$ cat src/pkg/isp_params.svh
// Purpose: constants for the input sync parameter register bank
// Assumes: 100 MHz system clock, word index addressing on the register port
// Notes:   offsets are entry indices; the read data bus is 32 bits wide
`ifndef ISP_PARAMS_SVH
`define ISP_PARAMS_SVH
// entry indices
`define ISP_IDX_COUNT    8'h00
`define ISP_IDX_MODE     8'h01
`define ISP_IDX_PERIOD   8'h02
`define ISP_IDX_SHIFT    8'h03
`define ISP_IDX_SUPPORT  8'h04
`define ISP_IDX_MINPER   8'h05
`define ISP_IDX_COPY     8'h06
`define ISP_IDX_MINDLY   8'h07
`define ISP_IDX_CMD      8'h08
`define ISP_IDX_MAXDLY   8'h09
`define ISP_IDX_MISSED   8'h0B
`define ISP_IDX_OVERRUN  8'h0C
`define ISP_IDX_SHORT    8'h0D
`define ISP_IDX_FAULT    8'h20
`define ISP_IDX_IRQ_STAT 8'h30
`define ISP_IDX_IRQ_MASK 8'h31
// reset and constant values
`define ISP_ENTRY_COUNT  8'h20
`define ISP_MODE_RST     16'h0022
`define ISP_PERIOD_RST   32'h000F4240
`define ISP_SUPPORT_RST  16'h0002
`define ISP_MIN_PERIOD   32'h000186A0
`define ISP_MIN_DELAY    32'h00000000
// mode codes
`define ISP_MODE_FREE    16'h0000
`define ISP_MODE_SM3     16'h0001
`define ISP_MODE_SYNC0   16'h0002
`define ISP_MODE_SYNC1   16'h0003
`define ISP_MODE_SM2     16'h0022
// supported-modes fields
`define ISP_SUP_BASE     16'h0007
`define ISP_SUP_LOCAL    16'h0010
`define ISP_SUP_SYNC1    16'h0020
`define ISP_SUP_DYNAMIC  16'h4000
// timing
`define ISP_CLK_NS       32'h0000000A
`define ISP_CNT_MAX      16'hFFFF
// interrupt status bits
`define ISP_IRQ_W        4
`define ISP_IRQ_OVERRUN  0
`define ISP_IRQ_MISSED   1
`define ISP_IRQ_SHORT    2
`define ISP_IRQ_FAULT    3
`endif

$ cat src/pkg/isp_pkg.sv
// Purpose: types for the input sync parameter register bank
// Assumes: constants live in isp_params.svh
// Notes:   events arrive as one-cycle pulses grouped in one struct
package isp_pkg;
	typedef struct packed {
		logic sm2;
		logic sm3;
		logic sync0;
		logic sync1;
	} isp_evt_s;

	typedef struct packed {
		logic        wr;
		logic        rd;
		logic [7:0]  addr;
		logic [31:0] wdata;
	} isp_req_s;

	typedef enum logic [0:0] {
		ISP_IDLE = 1'b0,
		ISP_COPY = 1'b1
	} isp_state_e;
endpackage

$ cat src/verilog/isp_input_sync_params.sv
// Purpose: input sync parameter bank, input sampling trigger and cycle diagnostics
// Assumes: strobes and events are one-cycle pulses synchronous to clk_sys_i
// Notes:   timing entries count in steps of one clock period in ns
//
// The register offsets and the strobed register port were chosen for this implementation.
`timescale 1ns/1ps
`include "isp_params.svh"

// Notes on behaviour
// - mode selects free run, SYNC0, SYNC1, SM2
// - mode 1 uses SM3, only without outputs
// - report SYNC0 to sampling delay in ns
// - report sampling to master availability in ns
// - report maximum SYNC1 to sampling delay
// - supported bitmap: free, SM, DC 01
// - bits 4-5: 01 local, 10 SYNC1
// - bit 14 flags command-driven dynamic measurement
// - entry 0 reads constant 0x20
// - command 1 starts and resets, 0 stops
// - cycle period defaults to 1000000 ns
// - fixed minimum cycle time 100000 ns
// - count missed events, overruns, short shifts
module isp_input_sync_params (
	input  wire logic              clk_sys_i,
	input  wire logic              arst_n_i,
	input  wire logic [7:0]        addr_i,
	input  wire logic [31:0]       wdata_i,
	input  wire logic              wr_i,
	input  wire logic              rd_i,
	output logic      [31:0]       rdata_o,
	input  wire isp_pkg::isp_evt_s evt_i,
	input  wire logic              has_outputs_i,
	input  wire logic              operational_i,
	input  wire logic              copy_done_i,
	output logic                   sample_o,
	output logic                   ready_o,
	output logic                   irq_o
);
	isp_pkg::isp_req_s   req;
	isp_pkg::isp_state_e state_q, state_d;
	logic [15:0] mode_q, mode_d, cmd_q, cmd_d, support_q, support_d;
	logic [31:0] period_q, period_d, shift_q, shift_d, copy_q, copy_d;
	logic [31:0] maxdly_q, maxdly_d, t0_q, t0_d, t1_q, t1_d, tc_q, tc_d;
	logic [31:0] timer_q, timer_d, rdata_d;
	logic [15:0] missed_q, missed_d, over_q, over_d, short_q, short_d;
	logic        fault_q, fault_d, sm_seen_q, sm_seen_d, strap_q, strap_d;
	logic [`ISP_IRQ_W-1:0] stat_q, stat_d, mask_q, mask_d, ev;
	logic        sample_d, ready_d, irq_d, trig, dc_mode, tick;
	logic [31:0] per_cyc, dly0, dly1;

	// bundle the register port
	assign req = '{wr: wr_i, rd: rd_i, addr: addr_i, wdata: wdata_i};

	// free-run period in clock cycles, at least one
	assign per_cyc = (period_q < `ISP_CLK_NS) ? 32'h00000001 : period_q / `ISP_CLK_NS;
	assign tick    = (timer_q >= per_cyc - 32'h00000001);
	assign dc_mode = (mode_q == `ISP_MODE_SYNC0) || (mode_q == `ISP_MODE_SYNC1);

	// delay since the last sync event, zero when the event falls on this edge
	assign dly0    = evt_i.sync0 ? 32'h00000000 : t0_q;
	assign dly1    = evt_i.sync1 ? 32'h00000000 : t1_q;

	// trigger source selected by the mode entry
	always_comb begin
		case (mode_q)
			`ISP_MODE_FREE:  trig = tick;
			`ISP_MODE_SM3:   trig = evt_i.sm3;
			`ISP_MODE_SYNC0: trig = evt_i.sync0;
			`ISP_MODE_SYNC1: trig = evt_i.sync1;
			`ISP_MODE_SM2:   trig = evt_i.sm2;
			default:         trig = 1'b0;
		endcase
	end

	// next values of registers, timers, counters and outputs
	always_comb begin
		state_d   = state_q;
		mode_d    = mode_q;
		cmd_d     = cmd_q;
		period_d  = period_q;
		shift_d   = shift_q;
		copy_d    = copy_q;
		maxdly_d  = maxdly_q;
		missed_d  = missed_q;
		over_d    = over_q;
		short_d   = short_q;
		fault_d   = fault_q;
		mask_d    = mask_q;
		strap_d   = 1'b1;
		support_d = support_q;
		sample_d  = 1'b0;
		ready_d   = 1'b0;
		ev        = '0;
		rdata_d   = '0;
		timer_d   = (mode_q != `ISP_MODE_FREE || tick) ? 32'h00000000 : timer_q + 32'h00000001;
		t0_d      = evt_i.sync0 ? `ISP_CLK_NS : t0_q + `ISP_CLK_NS;
		t1_d      = evt_i.sync1 ? `ISP_CLK_NS : t1_q + `ISP_CLK_NS;
		tc_d      = tc_q + `ISP_CLK_NS;
		// an SM2 or SM3 event since the last SYNC0 marks the cycle as served; set wins
		sm_seen_d = (evt_i.sm2 || evt_i.sm3) ? 1'b1 : (evt_i.sync0 ? 1'b0 : sm_seen_q);

		// bitmap caught once after reset release from the outputs strap
		if (!strap_q) begin
			support_d = `ISP_SUP_BASE | `ISP_SUP_DYNAMIC
			          | (has_outputs_i ? `ISP_SUP_LOCAL : `ISP_SUP_SYNC1);
		end

		// sampling sequence
		case (state_q)
			isp_pkg::ISP_IDLE: begin
				if (trig) begin
					sample_d = 1'b1;
					state_d  = isp_pkg::ISP_COPY;
					tc_d     = `ISP_CLK_NS;
					if (dc_mode && cmd_q[0] && dly0 > shift_q) begin
						shift_d = dly0;
					end
					if (mode_q == `ISP_MODE_SYNC1 && cmd_q[0] && dly1 > maxdly_q) begin
						maxdly_d = dly1;
					end
					if (dc_mode) begin
						fault_d = 1'b0;
					end
				end
			end
			isp_pkg::ISP_COPY: begin
				if (copy_done_i) begin
					ready_d = 1'b1;
					state_d = isp_pkg::ISP_IDLE;
					if (dc_mode && cmd_q[0] && tc_q > copy_q) begin
						copy_d = tc_q;
					end
				end
				if (trig) begin
					ev[`ISP_IRQ_OVERRUN] = operational_i;
					if (dc_mode) begin
						fault_d             = 1'b1;
						ev[`ISP_IRQ_FAULT] = 1'b1;
					end
				end
			end
			default: state_d = isp_pkg::ISP_IDLE;
		endcase

		// diagnostics while operational
		if (operational_i && dc_mode && evt_i.sync0 && !sm_seen_q) begin
			ev[`ISP_IRQ_MISSED] = 1'b1;
		end
		if (operational_i && dc_mode && evt_i.sync1 && state_q == isp_pkg::ISP_COPY) begin
			ev[`ISP_IRQ_SHORT] = 1'b1;
		end
		if (ev[`ISP_IRQ_OVERRUN] && over_q != `ISP_CNT_MAX) begin
			over_d = over_q + 16'h0001;
		end
		if (ev[`ISP_IRQ_MISSED] && missed_q != `ISP_CNT_MAX) begin
			missed_d = missed_q + 16'h0001;
		end
		if (ev[`ISP_IRQ_SHORT] && short_q != `ISP_CNT_MAX) begin
			short_d = short_q + 16'h0001;
		end

		// register writes
		if (req.wr) begin
			if (req.addr == `ISP_IDX_MODE) begin
				if (req.wdata[15:0] == `ISP_MODE_FREE || req.wdata[15:0] == `ISP_MODE_SYNC0
				    || req.wdata[15:0] == `ISP_MODE_SYNC1 || req.wdata[15:0] == `ISP_MODE_SM2
				    || (req.wdata[15:0] == `ISP_MODE_SM3 && !has_outputs_i)) begin
					mode_d = req.wdata[15:0];
				end
			end else if (req.addr == `ISP_IDX_PERIOD) begin
				period_d = req.wdata;
			end else if (req.addr == `ISP_IDX_CMD) begin
				cmd_d = req.wdata[15:0];
				if (req.wdata[0]) begin
					shift_d  = 32'h00000000;
					copy_d   = 32'h00000000;
					maxdly_d = 32'h00000000;
				end
			end else if (req.addr == `ISP_IDX_IRQ_MASK) begin
				mask_d = req.wdata[`ISP_IRQ_W-1:0];
			end
		end
		// write one to clear, a new event wins
		stat_d = stat_q & ~((req.wr && req.addr == `ISP_IDX_IRQ_STAT) ?
		                    req.wdata[`ISP_IRQ_W-1:0] : {`ISP_IRQ_W{1'b0}});
		stat_d = stat_d | ev;
		irq_d  = |(stat_d & mask_d);

		// register reads, answered one cycle later
		if (req.rd) begin
			if (req.addr == `ISP_IDX_COUNT) begin
				rdata_d = {24'h000000, `ISP_ENTRY_COUNT};
			end else if (req.addr == `ISP_IDX_MODE) begin
				rdata_d = {16'h0000, mode_q};
			end else if (req.addr == `ISP_IDX_PERIOD) begin
				rdata_d = period_q;
			end else if (req.addr == `ISP_IDX_SHIFT) begin
				rdata_d = shift_q;
			end else if (req.addr == `ISP_IDX_SUPPORT) begin
				rdata_d = {16'h0000, support_q};
			end else if (req.addr == `ISP_IDX_MINPER) begin
				rdata_d = `ISP_MIN_PERIOD;
			end else if (req.addr == `ISP_IDX_COPY) begin
				rdata_d = copy_q;
			end else if (req.addr == `ISP_IDX_MINDLY) begin
				rdata_d = `ISP_MIN_DELAY;
			end else if (req.addr == `ISP_IDX_CMD) begin
				rdata_d = {16'h0000, cmd_q};
			end else if (req.addr == `ISP_IDX_MAXDLY) begin
				rdata_d = maxdly_q;
			end else if (req.addr == `ISP_IDX_MISSED) begin
				rdata_d = {16'h0000, missed_q};
			end else if (req.addr == `ISP_IDX_OVERRUN) begin
				rdata_d = {16'h0000, over_q};
			end else if (req.addr == `ISP_IDX_SHORT) begin
				rdata_d = {16'h0000, short_q};
			end else if (req.addr == `ISP_IDX_FAULT) begin
				rdata_d = {31'h00000000, fault_q};
			end else if (req.addr == `ISP_IDX_IRQ_STAT) begin
				rdata_d = {28'h0000000, stat_q};
			end else if (req.addr == `ISP_IDX_IRQ_MASK) begin
				rdata_d = {28'h0000000, mask_q};
			end
		end
	end

	// state registers
	always_ff @(posedge clk_sys_i or negedge arst_n_i) begin
		if (!arst_n_i) begin
			state_q   <= isp_pkg::ISP_IDLE;
			mode_q    <= `ISP_MODE_RST;
			cmd_q     <= 16'h0000;
			period_q  <= `ISP_PERIOD_RST;
			support_q <= `ISP_SUPPORT_RST;
			strap_q   <= 1'b0;
			shift_q   <= 32'h00000000;
			copy_q    <= 32'h00000000;
			maxdly_q  <= 32'h00000000;
			t0_q      <= 32'h00000000;
			t1_q      <= 32'h00000000;
			tc_q      <= 32'h00000000;
			timer_q   <= 32'h00000000;
			missed_q  <= 16'h0000;
			over_q    <= 16'h0000;
			short_q   <= 16'h0000;
			fault_q   <= 1'b0;
			sm_seen_q <= 1'b0;
			stat_q    <= '0;
			mask_q    <= '0;
			rdata_o   <= 32'h00000000;
			sample_o  <= 1'b0;
			ready_o   <= 1'b0;
			irq_o     <= 1'b0;
		end else begin
			state_q   <= state_d;
			mode_q    <= mode_d;
			cmd_q     <= cmd_d;
			period_q  <= period_d;
			support_q <= support_d;
			strap_q   <= strap_d;
			shift_q   <= shift_d;
			copy_q    <= copy_d;
			maxdly_q  <= maxdly_d;
			t0_q      <= t0_d;
			t1_q      <= t1_d;
			tc_q      <= tc_d;
			timer_q   <= timer_d;
			missed_q  <= missed_d;
			over_q    <= over_d;
			short_q   <= short_d;
			fault_q   <= fault_d;
			sm_seen_q <= sm_seen_d;
			stat_q    <= stat_d;
			mask_q    <= mask_d;
			rdata_o   <= rdata_d;
			sample_o  <= sample_d;
			ready_o   <= ready_d;
			irq_o     <= irq_d;
		end
	end
endmodule // isp_input_sync_params

$ cat config.mk
export PLATFORM = sky130hd
export DESIGN_NAME = isp_input_sync_params
export DESIGN_NICKNAME = d
export VERILOG_FILES = /design/src/pkg/isp_pkg.sv /design/src/verilog/isp_input_sync_params.sv
export VERILOG_INCLUDE_DIRS = /design/src /design/src/pkg
export SDC_FILE = /design/constraint.sdc
export NUM_CORES = 1
export LEC_CHECK = 0
export BUFFER_PORTS_ARGS = -buffer_cell sky130_fd_sc_hd__buf_2
export CAP_MARGIN = 10
export CORE_MARGIN = 4
export CORE_UTILIZATION = 60
export CTS_BUF_LIST = sky130_fd_sc_hd__clkbuf_2
export DETAILED_ROUTE_END_ITERATION = 16
export PLACE_DENSITY = 0.77
export SETUP_SLACK_MARGIN = 0.3
export SLEW_MARGIN = 20
export SYNTH_ARGS = -nofsm -noshare
export SYNTH_HDL_FRONTEND = slang
export SYNTH_SLANG_ARGS = --single-unit
export TNS_END_PERCENT = 50
$ cat constraint.sdc
create_clock -name clk_sys_i -period 47.6 [get_ports clk_sys_i]
set_clock_uncertainty 0.1 [all_clocks]
set_input_delay 9.52 -clock clk_sys_i [delete_from_list [all_inputs] [get_ports clk_sys_i]]
set_output_delay 9.52 -clock clk_sys_i [all_outputs]
set_load 0.005 [all_outputs]
==> flow_metrics.py <==
metrics = {
    "detailed_routing": {
        "drtIter0Drc": 2444,
        "wl_per_cell_um": 20.6,
        "ant_nets": 0,
        "dr_total_vias": 23600,
        "via_per_inst": 6.45,
        "routed_wl_um": 75700,
        "drcViolationCount": 0,
        "drtPass1Iterations": 9,
    },
    "cts": {
        "cts_tree": "built",
        "cts.htree.levels": 3,
        "holdBufCountCts": 0,
        "cts_buffer_depth": 3,
        "numCtsBuffers": 99,
        "clk_latency_ns": 1.13,
        "cts_root_buf": "clkbuf_2",
        "post_cts_resized": 0,
        "cts_sinks": 383,
        "cts_setup_buffers": 0,
        "clk_pin_slew_ns": 0.11,
    },
    "critical_path": {
        "reg2reg_slack_ns": 28.20,
        "crit_end": "maxdly_q[7]$_DFF_PN0_",
        "worstSetupStartpoint": "period_q[26]$_DFFE_PN0P_",
        "r2r-end": "maxdly_q[7]$_DFF_PN0_",
        "cp_max_fo": 34,
        "crit_type": "register to register",
        "cp_common_cell": "a21o_1",
        "r2r_start": "period_q[26]$_DFFE_PN0P_",
        "slowest_stage": "dfrtp_1",
        "crit_path_max_incr_delay_ns": 1.07,
        "cp.arrival_ns": 20.31,
        "cp-start-kind": "register",
        "end_kind": "register",
        "reg2reg_depth": 72,
        "cp.required_ns": 48.51,
    },
    "logic_synthesis": {
        "yosysMostFrequentCell": "dfrtp_1",
        "yosys.area_share.simple": 0.235,
        "synth_cell_types": 119,
        "yosys_warnings": 0,
        "muxShareOfSynthArea": 0.0554,
        "synth_compound_area_frac": 0.168,
        "synth-seq-area-share": 0.368,
        "ys_top_cells_by_count": "dfrtp_1 (374), nor2_1 (314), nand2_1 (213)",
        "async_reset_ff_frac": 1.00,
        "ys.flop_type": "dfrtp_1",
        "netlist_top_cells_area": "dfrtp_1 (36%), ha_1 (6.5%), nor2_1 (4.5%)",
        "syn-instance-count": 2940,
        "synth_top_family_by_area": "simple AND/OR/NAND/NOR gates",
        "yosysTopAreaCell": "dfrtp_1",
        "syn_avg_cell_area_sq_um": 8.87,
        "ys_ff_latch": 383,
        "synth_area_sq_um": 26100,
        "synth_edf_count": 0,
        "synth_xor_area_frac": 0.0615,
        "synth_adder_area_share": 0.0663,
        "synth_top_cell_area_share": 0.359,
    },
    "global_route": {
        "grt_antenna_before_repair": 7,
        "first_global_vias": 22900,
        "gr-total-overflow": 0,
        "grt_pass1_wl_um": 121000,
        "gr-usage-all-layers": 0.318,
        "grt_max_degree": 141,
    },
    "floorplan": {
        "io_pins": 86,
        "coreArea_sq_um": 43000,
        "die_x_um": 216,
        "die-area_sq_um": 46900,
        "die_y_um": 216,
        "rows": 76,
        "initial_utilization": 0.607,
    },
    "power": {
        "power.total_mw": 1.68,
        "power_density_nw_per_um2": 60.7,
        "leakage_nw": 12.3,
        "vdd.ir_drop.worst_uv": 128,
    },
    "final_layout": {
        "nets": 3183,
        "areaGrowthSynthToFinish_pct": 6.34,
        "layout-drive-gt1-share": 0.127,
        "design_area_sq_um": 27700,
        "n_fill_cell": 3688,
    },
    "run": {
        "drv_cap": 0,
    },
    "placement": {
        "placed_cell_area_sq_um": 26800,
        "gp_congestion": 0.987,
        "hpwl_um": 55400,
        "port_buffers": 85,
    },
    "timing": {
        "fin_setup_tns_ns": 0,
        "drv_slew": 0,
        "grt_setup_unrepaired": "no",
        "clock.fmax_mhz": 51.6,
        "relSlewSlack": 0.257,
        "layout_min_cycle_time_ns": 19.40,
        "post-route-period-util": 0.407,
        "timing.final.hold_violations": 0,
        "finalSetupViolCount": 0,
        "worst_slew_pin_slew_ns": 1.10,
    },
    "hold_path": {
        "min_path_type": "register to register",
    },
    "status": {
        "status": "completed",
    },
}
cells by family after synthesis:
family                   after synthesis
AO/OA/AOI/OAI                        617
XOR/XNOR                             183
adder cells (fa/ha/maj)              139
buffers and inverters                295
flip-flops                           383
multiplexers                         136
other                                  1
AND/OR/NAND/NOR                     1186
placed cells by master (no fill, tap or decap), drive strengths merged, types with 81 or more instances in the layout:
cell / netlist / routed
a21oi: 148 / 148
buf: 40 / 105
clkbuf: 113 / 139
dfrtp: 374 / 374
ha: 135 / 135
inv: 132 / 133
nand2: 214 / 214
nand3: 105 / 105
nor2: 317 / 317
nor2b: 93 / 93
o21ai: 130 / 130
xnor2: 81 / 81
xor2: 102 / 102
sequential cells by signal, indices dropped and copies added, names as in the netlist, 3 cells and up:
signal     count
mode_q        16
t0_q          31
maxdly_q      32
tc_q          31
period_q      32
mask_q         4
short_q       16
over_q        16
support_q      3
stat_q         4
shift_q       32
t1_q          31
cmd_q         16
timer_q       32
missed_q      16
copy_q        32
rdata_o       32
critical path, delay by kind of cell, from the launching register on:
family	cells	cell delay [ns]
XOR/XNOR	1	0.17
buffers and inverters	2	0.90
AO/OA/AOI/OAI	40	9.49
AND/OR/NAND/NOR	25	6.15
multiplexers	2	0.76
adder cells (fa/ha/maj)	2	0.63
flip-flops	1	1.07
area by class of cell:
cell class | count | area, sq um | share of cell area
repair buffers | 105 | 598 | 0.0216
diodes | 5 | 12.5 | 0.000451
inverters | 142 | 533 | 0.0192
multi-input cells | 2266 | 15400 | 0.555
clock buffers | 139 | 696 | 0.0251
flip-flops and latches | 383 | 9600 | 0.346
clock inverters | 40 | 185 | 0.00668
well taps | 585 | 732 | 0.0264
how the worst min path moves through the flow:
stage / startpoint / slack, ns / endpoint / cells after the start
after CTS: cmd_q[1]$_DFFE_PN0P_ / 0.39 / cmd_q[1]$_DFFE_PN0P_ / 2
after detailed placement: support_q[2]$_DFFE_PN0N_ / 0.37 / support_q[2]$_DFFE_PN0N_ / 2
after floorplan: support_q[2]$_DFFE_PN0N_ / 0.34 / support_q[2]$_DFFE_PN0N_ / 2
final: cmd_q[1]$_DFFE_PN0P_ / 0.39 / cmd_q[1]$_DFFE_PN0P_ / 2
after global placement: support_q[2]$_DFFE_PN0N_ / 0.36 / support_q[2]$_DFFE_PN0N_ / 2
after global routing: t0_q[1]$_DFF_PN0_ / 0.42 / t0_q[1]$_DFF_PN0_ / 1
per-stage QoR:
step                      hold WS (ns)  instances  utilization  setup slack (ns)
final                            0.391       3665        0.645             28.20
after global routing             0.424       3663        0.645             26.64
after global placement           0.357       3481        0.624             29.18
after floorplan                  0.340       2944            -             32.10
after CTS                        0.392       3660        0.645             28.63
after detailed placement         0.366       3481        0.624             28.73
layer usage:
metal  vias to the layer above  GRT usage  share of wire
li1                      10800          -              -
met1                     11400      0.414           0.40
met2                      1133      0.523           0.47
met3                       246     0.0603          0.078
met4                         6      0.137          0.046
met5                         -          0        0.00052
power breakdown:
group	leakage, nW	internal (mW)	switching, mW	total, mW
Sequential	5.24	0.337	0.0224	0.359
Clock	0.657	0.0806	0.141	0.222
Combinational	6.41	0.398	0.704	1.10
(Power assumes the default switching activity.)
